<file path="src/reader_page_map.vh">
`ifndef READER_PAGE_MAP_VH
`define READER_PAGE_MAP_VH

// ----------------------------------------------------------------------------
// register offsets (page select decoded from the low three bits, the others from the whole effective address)
// ----------------------------------------------------------------------------
`define PAGE_SELECT_LOW     3'h0
`define COMMAND_LAUNCH_OFS  6'h01
`define QUEUE_DATA_OFS      6'h02
`define PRIMARY_FLAGS_OFS   6'h03

// ----------------------------------------------------------------------------
// reset values
// ----------------------------------------------------------------------------
`define PAGE_SELECT_RST     8'h80
`define PRIMARY_FLAGS_RST   8'h05
`define COMMAND_IDLE        6'h00

// ----------------------------------------------------------------------------
// field positions
// ----------------------------------------------------------------------------
`define PAGE_OVERRIDE_BIT   7
`define PAGE_NUMBER_MSB     2
`define DETECT_PENDING_BIT  7
`define COMMAND_MSB         5
`define LINK_STATE_MSB      6
`define LINK_STATE_LSB      4
`define IRQ_SUMMARY_BIT     3
`define ERR_SUMMARY_BIT     2
`define NEARLY_FULL_BIT     1
`define NEARLY_EMPTY_BIT    0

// ----------------------------------------------------------------------------
// link state codes
// ----------------------------------------------------------------------------
`define LINK_IDLE           3'h0
`define LINK_FRAME_START    3'h1
`define LINK_PAYLOAD        3'h2
`define LINK_FRAME_END      3'h3
`define LINK_RX_TRANSITION  3'h4
`define LINK_RX_GUARD_WAIT  3'h5
`define LINK_RX_LISTEN      3'h6
`define LINK_RECEIVING      3'h7

// ----------------------------------------------------------------------------
// queue and timing
// ----------------------------------------------------------------------------
`define QUEUE_DEPTH         64
`define CLK_PERIOD_NS       50
`define DETECT_TIME_NS      1000
`define DETECT_CYCLES \
  ((`DETECT_TIME_NS + `CLK_PERIOD_NS - 1) / `CLK_PERIOD_NS)

`endif

</file>
<file path="src/reader_command_status_page.v">
`include "reader_page_map.vh"
`timescale 1ns/1ps
`default_nettype none

module reader_command_status_page
#(
  parameter DEPTH         = `QUEUE_DEPTH,
  parameter AW            = 6,
  parameter DETECT_CYCLES = `DETECT_CYCLES
)
(
  input  wire       clk,
  input  wire       rst,
  input  wire [5:0] bus_addr,
  input  wire [7:0] bus_data_in,
  output reg  [7:0] bus_data_out,
  output reg        bus_data_oe_n,
  input  wire       bus_wr_n,
  input  wire       bus_rd_n,
  output reg  [5:0] resolved_addr,
  output reg  [5:0] command_code,
  output reg        command_start,
  input  wire       command_done,
  input  wire [2:0] link_state_in,
  input  wire [5:0] irq_request,
  input  wire [5:0] irq_enable,
  input  wire [7:0] error_flags,
  input  wire [5:0] alert_threshold,
  input  wire [7:0] rx_byte,
  input  wire       rx_valid,
  output reg        rx_ready,
  output reg  [7:0] tx_byte,
  output reg        tx_valid,
  input  wire       tx_ready,
  output reg  [6:0] queue_byte_count,
  output reg  [7:0] primary_state_flags
);

  // --------------------------------------------------------------------------
  // pin synchronisers
  // --------------------------------------------------------------------------
  reg [5:0] addr_s1;
  reg [5:0] addr_s2;
  reg [7:0] data_s1;
  reg [7:0] data_s2;
  reg       wr_n_s1;
  reg       wr_n_s2;
  reg       wr_n_d;
  reg       rd_n_s1;
  reg       rd_n_s2;
  reg       rd_n_d;

  always @(posedge clk)
  begin
    if (rst)
    begin
      addr_s1 <= 6'h00;
      addr_s2 <= 6'h00;
      data_s1 <= 8'h00;
      data_s2 <= 8'h00;
      wr_n_s1 <= 1'b1;
      wr_n_s2 <= 1'b1;
      wr_n_d  <= 1'b1;
      rd_n_s1 <= 1'b1;
      rd_n_s2 <= 1'b1;
      rd_n_d  <= 1'b1;
    end
    else
    begin
      addr_s1 <= bus_addr;
      addr_s2 <= addr_s1;
      data_s1 <= bus_data_in;
      data_s2 <= data_s1;
      wr_n_s1 <= bus_wr_n;
      wr_n_s2 <= wr_n_s1;
      wr_n_d  <= wr_n_s2;
      rd_n_s1 <= bus_rd_n;
      rd_n_s2 <= rd_n_s1;
      rd_n_d  <= rd_n_s2;
    end
  end

  wire host_wr = wr_n_d & ~wr_n_s2;
  wire host_rd = rd_n_d & ~rd_n_s2;

  // --------------------------------------------------------------------------
  // address forming
  // --------------------------------------------------------------------------
  reg [7:0] page_select;

  function [5:0] form_addr;
    input [7:0] page;
    input [5:0] latched;
    begin
      if (page[`PAGE_OVERRIDE_BIT])
        form_addr = {page[`PAGE_NUMBER_MSB:0], latched[2:0]};
      else
        form_addr = latched;
    end
  endfunction

  wire [5:0] eff_addr  = form_addr(page_select, addr_s2);
  wire       hit_page  = (eff_addr[2:0] == `PAGE_SELECT_LOW);
  wire       hit_cmd   = (eff_addr == `COMMAND_LAUNCH_OFS);
  wire       hit_data  = (eff_addr == `QUEUE_DATA_OFS);
  wire       hit_stat  = (eff_addr == `PRIMARY_FLAGS_OFS);

  // --------------------------------------------------------------------------
  // host port detection
  // --------------------------------------------------------------------------
  reg [15:0] detect_cnt;
  reg        detect_pending;

  always @(posedge clk)
  begin
    if (rst)
    begin
      detect_cnt     <= 16'h0000;
      detect_pending <= 1'b1;
    end
    else if (detect_pending)
    begin
      detect_cnt <= detect_cnt + 16'h0001;
      if (detect_cnt == DETECT_CYCLES[15:0] - 16'h0001)
        detect_pending <= 1'b0;
    end
  end

  // --------------------------------------------------------------------------
  // page select and command registers
  // --------------------------------------------------------------------------
  always @(posedge clk)
  begin
    if (rst)
    begin
      page_select   <= `PAGE_SELECT_RST;
      command_code  <= `COMMAND_IDLE;
      command_start <= 1'b0;
    end
    else
    begin
      command_start <= 1'b0;
      if (command_done)
        command_code <= `COMMAND_IDLE;
      if (host_wr && hit_page)
        page_select <= {data_s2[7], 4'h0, data_s2[2:0]};
      if (host_wr && hit_cmd)
      begin
        command_code  <= data_s2[`COMMAND_MSB:0];
        command_start <= 1'b1;
      end
    end
  end

  // --------------------------------------------------------------------------
  // data queue
  // --------------------------------------------------------------------------
  reg  [AW-1:0] wr_ptr;
  reg  [AW-1:0] rd_ptr;
  reg           wr_pend;
  reg  [7:0]    wr_pend_data;
  reg           rd_pend;
  reg           moved;
  reg  [7:0]    skid1;
  reg           skid1_valid;
  wire [7:0]    mem_q;
  reg  [6:0]    next_count;

  wire settled   = ~moved;
  wire rx_push   = rx_valid & rx_ready;
  wire host_push = wr_pend & ~rx_push &
                   (queue_byte_count < DEPTH[6:0]);
  wire push      = rx_push | host_push;
  wire [7:0] push_data = rx_push ? rx_byte : wr_pend_data;
  wire nonempty  = (queue_byte_count != 7'h00);
  wire host_pop  = rd_pend & settled & nonempty;
  wire drain_pop = ~rd_pend & settled & nonempty & ~skid1_valid &
                   ~(tx_valid & ~tx_ready);
  wire pop       = host_pop | drain_pop;
  wire tx_take   = tx_valid & tx_ready;

  always @*
  begin
    next_count = queue_byte_count;
    if (push & ~pop)
      next_count = queue_byte_count + 7'h01;
    else if (pop & ~push)
      next_count = queue_byte_count - 7'h01;
  end

  queue_store
  #(
    .WIDTH (8),
    .DEPTH (DEPTH),
    .AW    (AW)
  )
  u_store
  (
    .clk     (clk),
    .wr_en   (push),
    .wr_addr (wr_ptr),
    .wr_data (push_data),
    .rd_addr (rd_ptr),
    .rd_data (mem_q)
  );

  always @(posedge clk)
  begin
    if (rst)
    begin
      wr_ptr           <= {AW{1'b0}};
      rd_ptr           <= {AW{1'b0}};
      queue_byte_count <= 7'h00;
      wr_pend          <= 1'b0;
      wr_pend_data     <= 8'h00;
      rd_pend          <= 1'b0;
      moved            <= 1'b0;
      rx_ready         <= 1'b0;
    end
    else
    begin
      moved            <= push | pop;
      queue_byte_count <= next_count;
      rx_ready         <= (next_count < DEPTH[6:0] - 7'h01);
      if (push)
        wr_ptr <= wr_ptr + {{(AW-1){1'b0}}, 1'b1};
      if (pop)
        rd_ptr <= rd_ptr + {{(AW-1){1'b0}}, 1'b1};
      if (host_wr && hit_data)
      begin
        wr_pend      <= 1'b1;
        wr_pend_data <= data_s2;
      end
      else if (~rx_push)
        wr_pend <= 1'b0;
      if (host_rd && hit_data)
        rd_pend <= 1'b1;
      else if (settled)
        rd_pend <= 1'b0;
    end
  end

  // --------------------------------------------------------------------------
  // single-byte buffer toward the transmitter (skid1_valid is never set)
  // --------------------------------------------------------------------------
  always @(posedge clk)
  begin
    if (rst)
    begin
      skid1       <= 8'h00;
      skid1_valid <= 1'b0;
      tx_valid    <= 1'b0;
      tx_byte     <= 8'h00;
    end
    else
    begin
      if (tx_take)
      begin
        if (skid1_valid)
        begin
          tx_byte     <= skid1;
          skid1_valid <= drain_pop;
          skid1       <= mem_q;
        end
        else if (drain_pop)
          tx_byte <= mem_q;
        else
          tx_valid <= 1'b0;
      end
      else if (drain_pop)
      begin
        if (tx_valid)
        begin
          skid1       <= mem_q;
          skid1_valid <= 1'b1;
        end
        else
        begin
          tx_byte  <= mem_q;
          tx_valid <= 1'b1;
        end
      end
    end
  end

  // --------------------------------------------------------------------------
  // primary status
  // --------------------------------------------------------------------------
  wire [6:0] free_space = DEPTH[6:0] - queue_byte_count;
  wire [6:0] threshold  = {1'b0, alert_threshold};

  always @(posedge clk)
  begin
    if (rst)
    begin
      primary_state_flags <= `PRIMARY_FLAGS_RST;
    end
    else
    begin
      primary_state_flags[7] <= 1'b0;
      primary_state_flags[`LINK_STATE_MSB:`LINK_STATE_LSB]
        <= link_state_in;
      primary_state_flags[`IRQ_SUMMARY_BIT]
        <= |(irq_request & irq_enable);
      primary_state_flags[`ERR_SUMMARY_BIT]
        <= |error_flags;
      primary_state_flags[`NEARLY_FULL_BIT]
        <= (free_space <= threshold);
      primary_state_flags[`NEARLY_EMPTY_BIT]
        <= (queue_byte_count <= threshold);
    end
  end

  // --------------------------------------------------------------------------
  // host read path
  // --------------------------------------------------------------------------
  reg data_read_wait;

  always @(posedge clk)
  begin
    if (rst)
    begin
      bus_data_out   <= 8'h00;
      bus_data_oe_n  <= 1'b1;
      resolved_addr  <= 6'h00;
      data_read_wait <= 1'b0;
    end
    else
    begin
      resolved_addr <= eff_addr;
      bus_data_oe_n <= rd_n_s2;
      if (host_rd)
      begin
        data_read_wait <= hit_data;
        if (hit_page)
          bus_data_out <= page_select;
        else if (hit_cmd)
          bus_data_out <= {detect_pending, 1'b0,
                           command_code};
        else if (hit_stat)
          bus_data_out <= primary_state_flags;
        else
          bus_data_out <= 8'h00;
      end
      else if (data_read_wait && host_pop)
      begin
        bus_data_out   <= mem_q;
        data_read_wait <= 1'b0;
      end
      else if (data_read_wait && settled && !nonempty)
      begin
        bus_data_out   <= 8'h00;
        data_read_wait <= 1'b0;
      end
    end
  end

endmodule

`default_nettype wire

</file>
<file path="src/queue_store.v">
`timescale 1ns/1ps
`default_nettype none

// ----------------------------------------------------------------------------
// byte store of the data queue, registered read
// ----------------------------------------------------------------------------
module queue_store
#(
  parameter WIDTH = 8,
  parameter DEPTH = 64,
  parameter AW    = 6
)
(
  input  wire             clk,
  input  wire             wr_en,
  input  wire [AW-1:0]    wr_addr,
  input  wire [WIDTH-1:0] wr_data,
  input  wire [AW-1:0]    rd_addr,
  output reg  [WIDTH-1:0] rd_data
);

  reg [WIDTH-1:0] mem [0:DEPTH-1];

  always @(posedge clk)
  begin
    if (wr_en)
    begin
      mem[wr_addr] <= wr_data;
    end
    rd_data <= mem[rd_addr];
  end

endmodule

`default_nettype wire

</file>
<file path="config.mk">
export PLATFORM = sky130hd
export DESIGN_NAME = reader_command_status_page
export DESIGN_NICKNAME = d
export VERILOG_FILES = /design/src/reader_command_status_page.v /design/src/queue_store.v
export VERILOG_INCLUDE_DIRS = /design/src
export SDC_FILE = /design/constraint.sdc
export NUM_CORES = 1
export LEC_CHECK = 0
export BUFFER_PORTS_ARGS = -buffer_cell sky130_fd_sc_hd__buf_2
export CAP_MARGIN = 20
export CORE_MARGIN = 2
export CORE_UTILIZATION = 55
export CTS_BUF_LIST = sky130_fd_sc_hd__clkbuf_8 sky130_fd_sc_hd__clkbuf_16
export CTS_CLUSTER_SIZE = 10
export DETAILED_ROUTE_END_ITERATION = 8
export PLACE_DENSITY = 0.75
export SLEW_MARGIN = 15
export SYNTH_ARGS = -nofsm -noshare
export SYNTH_HDL_FRONTEND = slang
export SYNTH_SLANG_ARGS = --single-unit
</file>
<file path="constraint.sdc">
create_clock -name clk -period 9.2 [get_ports clk]
set_input_delay 0.92 -clock clk [delete_from_list [all_inputs] [get_ports clk]]
set_output_delay 0.92 -clock clk [all_outputs]
set_load 0.05 [all_outputs]
</file>
==> metrics.md, run 1 <==
| Metric | Value |
|---|---|
| Run status | `finished, final reports clean` |
| Insertion delay to the later sink of the worst-skew pair | `a little over 600 ps` |
| Fraction of registers with async set/reset | `0%` |
| Drt initial violations | `1509` |
| Required @ worst endpoint | `roughly 9400 ps` |
| Final total negative setup slack | `0 ps` |
| Overall power of the completed layout | `about 8 mW` |
| Average detailed-routed wire length per instance | `26.7 um` |
| Overflow left after global routing | `0` |
| Max FO, Critical Path | `9` |
| ANT cells | `0` |
| Part of the total power dissipated in the clock network | `34.2%` |
| Area of placed instances | `26400 um^2` |
| Leak | `roughly 9.5 nW` |
| Die footprint | `approximately 48000 um^2` |
| H-tree depth | `3` |
| Most used cells in the layout excluding fill and tap cells | `512 x sky130_fd_sc_hd__edfxtp_1, 168 x sky130_fd_sc_hd__mux4_2, 138 x sky130_fd_sc_hd__dfxtp_1, 127 x sky130_fd_sc_hd__nor2_1, 103 x sky130_fd_sc_hd__buf_2` |
| Yosys Warn Count | `0` |
| CP Launch Type | `register` |
| Maximum number of pins on one net before global-route repair | `84` |
| Worst clock skew | `roughly 21 ps` |
| Clk root buf | `sky130_fd_sc_hd__clkbuf_16` |
| Most used flip-flop cell after synthesis | `sky130_fd_sc_hd__edfxtp_1` |
| Number of register bits inferred by synthesis | `653` |
| Part of the power in registers | `between 40% and 50%` |
| Logic gate share of total power | `roughly a fifth` |
| Average vias per placed instance | `between 6 and 7` |
| Arrival time worst endpoint | `roughly 4300 ps` |
| Hold_buf cts | `0` |
| Internal power contribution | `~5.6 mW` |
| Detailed-route wire length | `58000 um` |
| Number of maximum-capacitance violations | `0` |
| Initial core utilization | `55.9%` |
| Core Box Area | `about 46000 um^2` |
| Worst Path Class, Setup | `reg -> reg` |
| Number of placed I/O pins | `approximately 110` |
| Number of vias after detailed routing | `roughly 14000` |
| Number of global-route vias before repair | `13553` |
| Die X-Extent | `approximately 220 um` |
| Pwr Density | `around 270 nW/um^2` |
| Final antenna-violating net count | `0` |
| Number of optimization iterations in the first detailed-route pass | `5` |
| Number of standard cells after synthesis | `between 1000 and 1500` |
| Proportion of layout cells with a drive suffix above 1 | `between 20% and 30%` |
| Remaining DRCs | `0` |
| Net count of the finished layout | `1609` |
| First-pass GRT wire length | `around 87000 um` |
| Std-Cell Rows | `78` |
| Distinct cell type count of the synthesized netlist | `63` |
| Half-perimeter wire length of the detailed placement result | `around 34000 um` |
| Overall Global Routing Usage | `between 20% and 30%` |
| Pin slew with the least headroom to its limit | `roughly 1100 ps` |
| Psw | `2.18 mW` |
| Most common library cell in the layout ignoring fill and taps | `sky130_fd_sc_hd__edfxtp_1` |
| Cts repair resizes | `0` |
| Number of enable-type register cells in the synthesized netlist | `around 500` |
| Switching Share | `roughly 28%` |
| Count of input and output buffers | `around 100` |
| Setup-violating endpoint count in the final report | `0` |
| Total setup buffers inserted after CTS | `0` |
| CP Capture Type | `register` |
| Sequential fraction of the synthesis area | `71.4%` |
| Synthesized area | `roughly 25000 um^2` |
| Number of nets produced by synthesis | `between 1500 and 2000` |
| Final critical-path required period | `4100 ps` |
| Unrepaired setup endpoints after global routing | `no` |
| TritonCTS clock tree | `built` |
| Min Hold Slack | `~410 ps` |
| Hold Fails Final Rpt | `0` |
| Antenna violations before repair | `0` |
| Worst slew margin relative to its limit | `between 20% and 30%` |
| Hold Crit Class | `reg -> reg` |
| Last weighted congestion value of the routability-driven placer | `0.894` |
| Number of buffers on the longest clock path | `3` |
| Area added between synthesis and finish | `12.3%` |
| Pins over their slew limit | `0` |
| Count of fill cells added during filler insertion | `about 3100` |
| Number of buffers created by CTS | `between 70 and 80` |
| Sink count of the clock tree | `roughly 650` |
| Per-instance average area after synthesis | `roughly 18 um^2` |
| Final cycle utilization of the critical path | `44.5%` |
| Final design instance area without fill | `roughly 29000 um^2` |
| Worst ir drop on vdd | `0.243 mV` |
| Die Y-Extent | `approximately 220 um` |
| Clock-pin slew on the worst setup and hold paths | `approximately 50 ps` |
| Highest Clock Rate | `~240 MHz` |
per-stage QoR:
stage,std cells,setup slack (ps),utilization [%]
2_1_floorplan,1427,5740,-
3_3_place_gp,2053,5410,58.0
3_5_place_dp,2054,5240,58.0
4_1_cts,2173,5080,62.8
5_1_grt,2175,4900,62.8
6_report,2175,5100,62.8
metal layers:
| layer | track usage [%] | wire [um] | up-vias |
|---|---|---|---|
| li1 | - | - | 5796 |
| met1 | 34.6 | 22800 | 6969 |
| met5 | 0 | 0 | - |
| met4 | 8.22 | 1550 | 0 |
| met2 | 40.0 | 28200 | 785 |
| met3 | 4.84 | 5410 | 108 |
final timing paths:
check	slack, ps	start	cells past startpoint	end
max	5100	queue_byte_count[0]$_SDFF_PP0_	7	u_store.mem[5][5]$_DFFE_PP_
min reg2reg	410	rd_n_s1$_SDFF_PP1_	1	rd_n_s2$_SDFF_PP1_
min	410	rd_n_s1$_SDFF_PP1_	1	rd_n_s2$_SDFF_PP1_
max reg2reg	5100	queue_byte_count[0]$_SDFF_PP0_	7	u_store.mem[5][5]$_DFFE_PP_
sequential cells by signal, summed over array words and instances (netlist names), 4 cells and up:
signal,count
wr_ptr,6
skid1,8
u_store.mem,512
addr_s1,6
data_s1,8
wr_pend_data,8
resolved_addr,6
primary_state_flags,7
bus_data_out,8
page_select,4
u_store.rd_data,8
rd_ptr,6
addr_s2,6
queue_byte_count,7
command_code,6
tx_byte,8
detect_cnt,16
data_s2,8
critical path, stage by stage, from the launching register on:
cell                      delay (ps)
sky130_fd_sc_hd__dfxtp_1         460
sky130_fd_sc_hd__inv_1           170
sky130_fd_sc_hd__ha_1            310
sky130_fd_sc_hd__or4b_1          600
sky130_fd_sc_hd__o211a_1         350
sky130_fd_sc_hd__nor2_1          310
sky130_fd_sc_hd__nand3_1         680
sky130_fd_sc_hd__nor2_1          830
cell type report:
class,instances,area [um^2],share of cell area [%]
flip-flops and latches,653,18200,63.6
repair buffers,112,581,2.03
clock inverters,39,205,0.717
inverters,14,52.6,0.184
clock buffers,80,1980,6.92
multi-input cells,677,6850,23.9
well taps,600,751,2.62
cells in the mapped netlist, types with 4 or more instances:
cell type	number	area [um^2]
sky130_fd_sc_hd__a21oi_1	33	165
sky130_fd_sc_hd__a221oi_1	5	43.8
sky130_fd_sc_hd__a22oi_1	7	52.6
sky130_fd_sc_hd__a311oi_1	8	70.1
sky130_fd_sc_hd__a31oi_1	5	31.3
sky130_fd_sc_hd__and3_1	13	81.3
sky130_fd_sc_hd__buf_1	8	30.0
sky130_fd_sc_hd__buf_2	7	35.0
sky130_fd_sc_hd__buf_6	13	146
sky130_fd_sc_hd__clkbuf_1	54	203
sky130_fd_sc_hd__dfxtp_1	141	2820
sky130_fd_sc_hd__edfxtp_1	512	15400
sky130_fd_sc_hd__ha_1	17	213
sky130_fd_sc_hd__inv_1	14	52.6
sky130_fd_sc_hd__mux2_2	8	90.1
sky130_fd_sc_hd__mux2i_1	13	130
sky130_fd_sc_hd__mux4_2	168	3780
sky130_fd_sc_hd__nand2_1	79	297
sky130_fd_sc_hd__nand2b_1	4	25.0
sky130_fd_sc_hd__nand3_1	13	65.1
sky130_fd_sc_hd__nand3b_1	9	67.6
sky130_fd_sc_hd__nand4_1	9	56.3
sky130_fd_sc_hd__nor2_1	127	477
sky130_fd_sc_hd__nor2b_1	42	263
sky130_fd_sc_hd__nor3_1	10	50.1
sky130_fd_sc_hd__o21ai_0	7	35.0
sky130_fd_sc_hd__or2_2	7	43.8
sky130_fd_sc_hd__or3_1	6	37.5
sky130_fd_sc_hd__xnor2_1	14	123
sky130_fd_sc_hd__xor2_1	19	166
power by group through the flow:
stage	combinational [mW]	clock [mW]	sequential, mW
finish	1.62	2.66	3.50
global route	1.72	2.82	3.52
CTS	1.62	2.70	3.50
detailed placement	1.61	0	3.56
global placement	1.60	0	3.56
floorplan	1.18	0	3.56
cell families (layout without fill, tap and decap cells):
kind of cell             count (synthesis)  count (layout)  synth area share (%)
flip-flops                             653             653                  71.4
AND/OR/NAND/NOR                        343             343                  6.49
multiplexers                           189             189                  15.7
buffers and inverters                   97             245                  1.86
AO/OA/AOI/OAI                           94              94                  2.57
XOR/XNOR                                33              33                  1.13
adder cells (fa/ha/maj)                 17              17                 0.834
other                                    1               1                0.0147
Note: power is estimated with default switching activity, not from simulation.
==> run 2, diff against run 1 <==
==> constraint.sdc (replaced) <==
create_clock -name clk -period 3.8 [get_ports clk]
set_input_delay 0.38 -clock clk [delete_from_list [all_inputs] [get_ports clk]]
set_output_delay 0.38 -clock clk [all_outputs]
set_load 0.05 [all_outputs]
==> metrics.md, run 2 (synthesis results as in run 1) <==
| Metric | Value |
|---|---|
| ANT cells | `0 (unchanged)` |
| Arrival time worst endpoint | `3790 ps (-530 ps)` |
| Clock-pin slew on the worst setup and hold paths | `60 ps (about the same)` |
| Highest Clock Rate | `282 MHz (+15%)` |
| Final total negative setup slack | `0 ps (unchanged)` |
| Antenna violations before repair | `0 (unchanged)` |
| Pwr Density | `643 nW/um^2 (+140%)` |
| Cts repair resizes | `0 (unchanged)` |
| Maximum number of pins on one net before global-route repair | `65 (-23%)` |
| Post-route non-filler standard cell count | `2263 (+4.0%)` |
| Worst ir drop on vdd | `0.573 mV (+140%)` |
| Register with the most flip-flops | `u_store.mem` |
| First-pass GRT wire length | `88500 um (+1.9%)` |
| Overall Global Routing Usage | `25.3% (+0.46 points)` |
| Total setup buffers inserted after CTS | `0 (unchanged)` |
| Die X-Extent | `219 um (unchanged)` |
| Worst clock skew | `25.7 ps (+4.82 ps)` |
| Remaining DRCs | `0 (unchanged)` |
| Std-Cell Rows | `78 (unchanged)` |
| Average vias per placed instance | `6.19 (-1.5%)` |
| TritonCTS clock tree | `built` |
| Launch point of the critical path | `queue_byte_count[0]$_SDFF_PP0_` |
| Number of optimization iterations in the first detailed-route pass | `6 (+1)` |
| Sink count of the clock tree | `653 (unchanged)` |
| Area added between synthesis and finish | `15.1%` |
| Detailed-route wire length | `59100 um (+2.0%)` |
| H-tree depth | `3 (unchanged)` |
| Worst slew margin relative to its limit | `29.3% (+1.3 points)` |
| Net count of the finished layout | `1697 (+5.5%)` |
| Insertion delay to the later sink of the worst-skew pair | `630 ps (+20 ps)` |
| Overall power of the completed layout | `18.9 mW (+140%)` |
| Clk root buf | `sky130_fd_sc_hd__clkbuf_16` |
| Drt initial violations | `1579 (+4.6%)` |
| Required @ worst endpoint | `4040 ps (-5380 ps)` |
| Most used cells in the layout excluding fill and tap cells | `512 x sky130_fd_sc_hd__edfxtp_1, 168 x sky130_fd_sc_hd__mux4_2, 138 x sky130_fd_sc_hd__dfxtp_1, 127 x sky130_fd_sc_hd__nor2_1, 102 x sky130_fd_sc_hd__buf_2` |
| Number of buffers created by CTS | `75 (-1.3%)` |
| Run status | `finished, final reports clean` |
| Setup-violating endpoint count in the final report | `0 (unchanged)` |
| Count of input and output buffers | `103 (unchanged)` |
| Initial core utilization | `55.9% (unchanged)` |
| Final critical-path required period | `3550 ps (-546 ps)` |
| Startpoint of the tightest hold check path | `tx_ready` |
| Last weighted congestion value of the routability-driven placer | `0.876 (-1.9%)` |
| Number of placed I/O pins | `105 (unchanged)` |
| Half-perimeter wire length of the detailed placement result | `35600 um (+4.0%)` |
| Number of maximum-capacitance violations | `0 (unchanged)` |
| Hold Crit Class | `in -> reg` |
| Unrepaired setup endpoints after global routing | `no` |
| Final cycle utilization of the critical path | `93.5% (+49 points)` |
| Leak | `9.96 nW (+4.6%)` |
| Die footprint | `48100 um^2 (unchanged)` |
| Number of flip-flops in the largest register | `512 (unchanged)` |
| Pin slew with the least headroom to its limit | `1050 ps (-19.2 ps)` |
| CP Capture Type | `register` |
| Min Hold Slack | `49.0 ps (-362 ps)` |
| Number of buffers on the longest clock path | `3 (unchanged)` |
| Average detailed-routed wire length per instance | `26.1 um (-2.0%)` |
| Number of vias after detailed routing | `13998 (+2.5%)` |
| Core Box Area | `45600 um^2 (unchanged)` |
| Worst Path Class, Setup | `reg -> reg` |
| Proportion of layout cells with a drive suffix above 1 | `27.6% (+2.6 points)` |
| Placement-stage worst setup slack | `337 ps (-4900 ps)` |
| Worst reg2reg startpoint | `queue_byte_count[0]$_SDFF_PP0_` |
| CP Launch Type | `register` |
| Total placed cells including tap cells | `2125 (+3.5%)` |
| Max FO, Critical Path | `10 (+1)` |
| Most common library cell in the layout ignoring fill and taps | `sky130_fd_sc_hd__edfxtp_1` |
| Worst Setup Slack, final | `248 ps (-4850 ps)` |
| Final antenna-violating net count | `0 (unchanged)` |
| Registers with the highest flip-flop counts | `u_store.mem: 512 flops, detect_cnt: 16 flops` |
| Overflow left after global routing | `0 (unchanged)` |
| Hold Fails Final Rpt | `0 (unchanged)` |
| Number of global-route vias before repair | `14018 (+3.4%)` |
| Pins over their slew limit | `0 (unchanged)` |
| Die Y-Extent | `219 um (unchanged)` |
## run 2: per-layer routing
layer / wire (um) / global-route usage [%] / up-vias / part of all wire [%]
li1: - / - / 5985 / -
met1: 23000 / 34.0 / 7103 / 39
met2: 28900 / 41.1 / 797 / 49
met3: 5480 / 5.59 / 113 / 9.3
met4: 1750 / 9.28 / 0 / 3.0
met5: 0 / 0 / - / 0
## run 2: layout make-up
type | count | area (um^2)
Tap cell | 600 | 751
Multi-Input combinational cell | 677 | 6850
Clock inverter | 43 | 249
Inverter | 14 | 52.6
Timing Repair Buffer | 201 | 1370
Clock buffer | 75 | 1880
Fill cell | 3007 | 16200
Sequential cell | 653 | 18200
## run 2: what timing repair did
action	4_1_cts	5_1_grt
setup endpoints to repair	0	0
hold buffers	20	0
endpoints found under the hold margin	19	0
## run 2: worst max-delay path: stages, from the launching register on
cell                       delay, ps
sky130_fd_sc_hd__dfxtp_1         470
sky130_fd_sc_hd__inv_1           170
sky130_fd_sc_hd__ha_1            240
sky130_fd_sc_hd__or4b_1          570
sky130_fd_sc_hd__o211ai_2        200
sky130_fd_sc_hd__and2_1          270
sky130_fd_sc_hd__nand3_2         470
sky130_fd_sc_hd__nor2_1          780
## run 2: stage by stage
step | area, um^2 | util (%)
finish | 29400 | 64.4
global route | 29400 | 64.4
CTS | 29400 | 64.4
detailed placement | 27000 | 59.3
global placement | 27000 | 59.3
floorplan | 25500 | -
## run 2: where the power goes
part / total [mW] / internal [mW] / switching [mW] / leakage (nW)
Sequential: 8.40 / 8.05 / 0.358 / 5.87
Combinational: 4.17 / 1.87 / 2.30 / 2.92
Clock: 6.29 / 3.56 / 2.73 / 1.17
Total: 18.9 / 13.5 / 5.39 / 9.96
## run 2: final timing paths
path | slack [ps] | to | cells after the start
max | 250 | u_store.mem[23][0]$_DFFE_PP_ | 7
min | 50 | skid1_valid$_SDFFE_PP0P_ | 2
max reg2reg | 250 | u_store.mem[23][0]$_DFFE_PP_ | 7
min reg2reg | 410 | wr_n_s2$_SDFF_PP1_ | 1
==> run 3, diff against run 2 <==
--- a/config.mk
+++ b/config.mk
@@ -17,4 +17,5 @@
 export SLEW_MARGIN = 15
 export SYNTH_ARGS = -nofsm -noshare
 export SYNTH_HDL_FRONTEND = slang
+export SYNTH_HIERARCHICAL = 1
 export SYNTH_SLANG_ARGS = --single-unit
==> metrics.md, run 3 <==
| Metric | Value |
|---|---|
| Synthesized area | `25700 um^2 (+0.69%)` |
| Worst setup slack for register-to-register paths | `270 ps (+20 ps)` |
| Average vias per placed instance | `6.14 (-0.80%)` |
| Worst Path Class, Setup | `reg -> reg` |
| Pins over their slew limit | `0 (unchanged)` |
| Number of vias after detailed routing | `14677 (+4.9%)` |
| Number of nets produced by synthesis | `1615 (+7.5%)` |
| Pwr Density | `629 nW/um^2 (-2.1%)` |
| Max FO, Critical Path | `9 (-1)` |
| Hold Fails Final Rpt | `0 (unchanged)` |
| Worst slew margin relative to its limit | `28.7% (-0.56 points)` |
| Core Box Area | `46300 um^2 (+1.5%)` |
| Sink count of the clock tree | `653 (unchanged)` |
| Top cell type by total area after synthesis | `sky130_fd_sc_hd__edfxtp_1` |
| Die Y-Extent | `220 um (+0.34%)` |
| Remaining DRCs | `0 (unchanged)` |
| Average detailed-routed wire length per instance | `24.7 um (-5.4%)` |
| Half-perimeter wire length of the detailed placement result | `36700 um (+3.2%)` |
| Number of placed I/O pins | `105 (unchanged)` |
| Insertion delay to the later sink of the worst-skew pair | `610 ps (-20 ps)` |
| Number of global-route vias before repair | `14673 (+4.7%)` |
| Die X-Extent | `220 um (+0.34%)` |
| Post-synthesis mux area share | `13.4% (-2.3 points)` |
| Final total negative setup slack | `0 ps (unchanged)` |
| Distinct cell type count of the synthesized netlist | `70 (+11%)` |
| Registers with the highest flip-flop counts | `u_store/mem: 512 flops, detect_cnt: 16 flops` |
| Hold_buf cts | `9 (-55%)` |
| Std-Cell Rows | `79 (+1.3%)` |
| Most common library cell in the layout ignoring fill and taps | `sky130_fd_sc_hd__edfxtp_1` |
| Number of standard cells after synthesis | `1541 (+8.0%)` |
| Count of fill cells added during filler insertion | `3149 (+4.7%)` |
| Initial core utilization | `55.5% (-0.44 points)` |
| Required @ worst endpoint | `4110 ps (+70 ps)` |
| Most used cells in the layout excluding fill and tap cells | `512 x sky130_fd_sc_hd__edfxtp_1, 151 x sky130_fd_sc_hd__nor2_1, 137 x sky130_fd_sc_hd__dfxtp_1, 126 x sky130_fd_sc_hd__mux4_2, 102 x sky130_fd_sc_hd__buf_2` |
| Library cell with the highest instance count after synthesis | `sky130_fd_sc_hd__edfxtp_1` |
| Yosys Warn Count | `6 (+6)` |
| Cells taking the most area after synthesis | `sky130_fd_sc_hd__edfxtp_1 60%, sky130_fd_sc_hd__mux4_2 11%, sky130_fd_sc_hd__dfxtp_1 11%, sky130_fd_sc_hd__nor2_1 2.2%, sky130_fd_sc_hd__mux2i_1 1.4%` |
| Clk root buf | `sky130_fd_sc_hd__clkbuf_16` |
| Number of register bits inferred by synthesis | `653 (unchanged)` |
| Number of buffers on the longest clock path | `3 (unchanged)` |
| Proportion of layout cells with a drive suffix above 1 | `25.1% (-2.5 points)` |
| Number of enable-type register cells in the synthesized netlist | `512 (unchanged)` |
| Overall Global Routing Usage | `25.0% (-0.34 points)` |
| Layout Utilization | `63.9% (-0.53 points)` |
| Leak | `10.2 nW (+2.0%)` |
| Total setup buffers inserted after CTS | `0 (unchanged)` |
| Worst ir drop on vdd | `0.410 mV (-28%)` |
| Final critical-path required period | `3530 ps (-20.6 ps)` |
| Fraction of registers with async set/reset | `0% (unchanged)` |
| Arrival time worst endpoint | `3840 ps (+50 ps)` |
| Cells along the critical path | `inv_1, ha_1, nor4_2, nand4b_1, nand2_1, buf_4, nand4b_1, nor3_1, buf_4` |
| Startpoint of the tightest hold check path | `bus_data_in[6]` |
| Final cycle utilization of the critical path | `92.9% (-0.54 points)` |
| Setup-violating endpoint count in the final report | `0 (unchanged)` |
| Combinational family with the most area after synthesis | `multiplexers` |
| Die footprint | `48400 um^2 (+0.68%)` |
| Last weighted congestion value of the routability-driven placer | `0.896 (+2.2%)` |
| Number of buffers created by CTS | `76 (+1.3%)` |
| Delay of the slowest cell on the worst path | `550 ps (-230 ps)` |
| Count of input and output buffers | `103 (unchanged)` |
| CP Capture Type | `register` |
| Per-instance average area after synthesis | `16.7 um^2 (-6.8%)` |
| Most common library cells after synthesis | `512 x sky130_fd_sc_hd__edfxtp_1, 151 x sky130_fd_sc_hd__nor2_1, 141 x sky130_fd_sc_hd__dfxtp_1, 126 x sky130_fd_sc_hd__mux4_2, 93 x sky130_fd_sc_hd__nand2_1` |
| Unrepaired setup endpoints after global routing | `no` |
| CP Launch Type | `register` |
| Overflow left after global routing | `0 (unchanged)` |
| Count of cells along the worst register-to-register path | `9 (+2)` |
| Critical Path Slowest Stage Cell | `sky130_fd_sc_hd__nor3_1` |
| Cts repair resizes | `0 (unchanged)` |
| Drt initial violations | `1838 (+16%)` |
| Most used flip-flop cell after synthesis | `sky130_fd_sc_hd__edfxtp_1` |
| Pin slew with the least headroom to its limit | `1060 ps (+8.33 ps)` |
| Register with the most flip-flops | `u_store/mem` |
| Worst clock skew | `32.0 ps (+6.29 ps)` |
| Detailed-route wire length | `59100 um (about the same)` |
| H-tree depth | `3 (unchanged)` |
| Synthesized-area fraction occupied by and/or/nand/nor cells | `7.78% (+1.3 points)` |
| Hold Crit Depth | `2 (unchanged)` |
| Number of optimization iterations in the first detailed-route pass | `6 (unchanged)` |
| Area added between synthesis and finish | `15.1% (about the same)` |
| Share of the synthesized netlist area taken by xor and xnor gates | `1.23% (+0.095 points)` |
| Antenna violations before repair | `2 (+2)` |
| Run status | `finished, final reports clean` |
| TritonCTS clock tree | `built` |
| Worst reg2reg startpoint | `queue_byte_count[0]$_SDFF_PP0_` |
| Hold Crit Class | `in -> reg` |
| Share of Yosys cell area claimed by the top area cell type | `59.9% (-0.41 points)` |
| Number of flip-flops in the largest register | `512 (unchanged)` |
| Reg2reg end | `u_store/mem[48][4]$_DFFE_PP_` |
| First-pass GRT wire length | `89300 um (+0.83%)` |
| Maximum number of pins on one net before global-route repair | `76 (+17%)` |
| Overall power of the completed layout | `18.6 mW (-1.5%)` |
| Net count of the finished layout | `1814 (+6.9%)` |
| Clock-pin slew on the worst setup and hold paths | `50 ps (about the same)` |
| Final antenna-violating net count | `0 (unchanged)` |
| Sequential fraction of the synthesis area | `70.9% (-0.49 points)` |
| Hold Crit Endpoint | `data_s1[6]$_SDFF_PP0_` |
| Number of maximum-capacitance violations | `0 (unchanged)` |
| Compound-Gate Fraction of Synth Area | `3.95% (+1.4 points)` |
| Highest Clock Rate | `283 MHz (+0.58%)` |
| Adder-cell share of the synthesized area | `0.780% (-0.054 points)` |
==> run 3: cell types whose count changed after synthesis, sizes merged, moves of 7 or more <==
| cell | before | now |
|---|---|---|
| mux4 | 168 | 126 |
| mux2i | 13 | 36 |
| nor2 | 128 | 151 |
| buf | 29 | 47 |
| clkbuf | 54 | 36 |
| nand3 | 14 | 30 |
| nand2 | 79 | 94 |
| mux2 | 8 | 21 |
| nor2b | 42 | 52 |
| o22ai | 0 | 10 |
| o221ai | 0 | 8 |
| nand2b | 4 | 11 |
==> run 3: metal layers <==
metal  share of wire (%)  wire [um]  track usage, %  up-vias
met5                   0          0               0        -
met4                 2.6       1520            8.21        0
met3                 9.3       5480            5.48      107
met2                  48      28700            40.9      787
met1                  40      23500            33.6     7401
li1                    -          -               -     6382
==> run 3: layout make-up <==
type | count | area [um^2] | area share, %
clock inverters | 42 | 219 | 0.741
flip-flops and latches | 653 | 18200 | 61.6
well taps | 607 | 759 | 2.57
multi-input cells | 794 | 6970 | 23.6
repair buffers | 204 | 1350 | 4.57
inverters | 11 | 41.3 | 0.140
diodes | 1 | 2.50 | 0.00847
clock buffers | 80 | 1990 | 6.74
==> run 3: kinds of logic (layout without fill, tap and decap cells) <==
group,after synthesis,in the layout
AO/OA/AOI/OAI,140,140
XOR/XNOR,36,36
adder cells (fa/ha/maj),16,16
buffers and inverters,94,337
flip-flops,653,653
multiplexers,183,183
other,1,2
AND/OR/NAND/NOR,418,418
==> run 3: metrics by stage <==
step | instances | worst slack (ps) | instance area (um^2) | hold slack, ps
CTS | 2391 | 385 | 29500 | 1.17
finish | 2392 | 268 | 29500 | 22.2
global placement | 2260 | 659 | 27200 | 401
floorplan | 1541 | 571 | 25700 | 389
detailed placement | 2260 | 458 | 27200 | 400
global route | 2391 | 90.8 | 29500 | 17.8
==> run 3: worst max path at each step <==
stage,end,cells past startpoint,start
5_1_grt,u_store/mem[48][6]$_DFFE_PP_,9,queue_byte_count[0]$_SDFF_PP0_
6_report,u_store/mem[48][4]$_DFFE_PP_,9,queue_byte_count[0]$_SDFF_PP0_
3_5_place_dp,u_store/mem[50][5]$_DFFE_PP_,8,queue_byte_count[0]$_SDFF_PP0_
2_1_floorplan,u_store/mem[62][0]$_DFFE_PP_,10,queue_byte_count[0]$_SDFF_PP0_
4_1_cts,u_store/mem[48][4]$_DFFE_PP_,9,queue_byte_count[0]$_SDFF_PP0_
3_3_place_gp,u_store/mem[50][6]$_DFFE_PP_,8,queue_byte_count[0]$_SDFF_PP0_
==> run 3: where the power goes <==
group | leakage (nW) | internal (mW) | total, mW | switching, mW
clock network | 1.21 | 3.79 | 6.44 | 2.65
logic | 3.08 | 1.59 | 3.68 | 2.09
registers | 5.87 | 8.04 | 8.46 | 0.424
total | 10.2 | 13.4 | 18.6 | 5.17
==> run 3: critical path, delay by kind of cell (launching register included) <==
family        cells  cell delay, ps
simple gates      5            1690
fa+ha+maj         1             340
buf+inv           3             720
flops             1             480
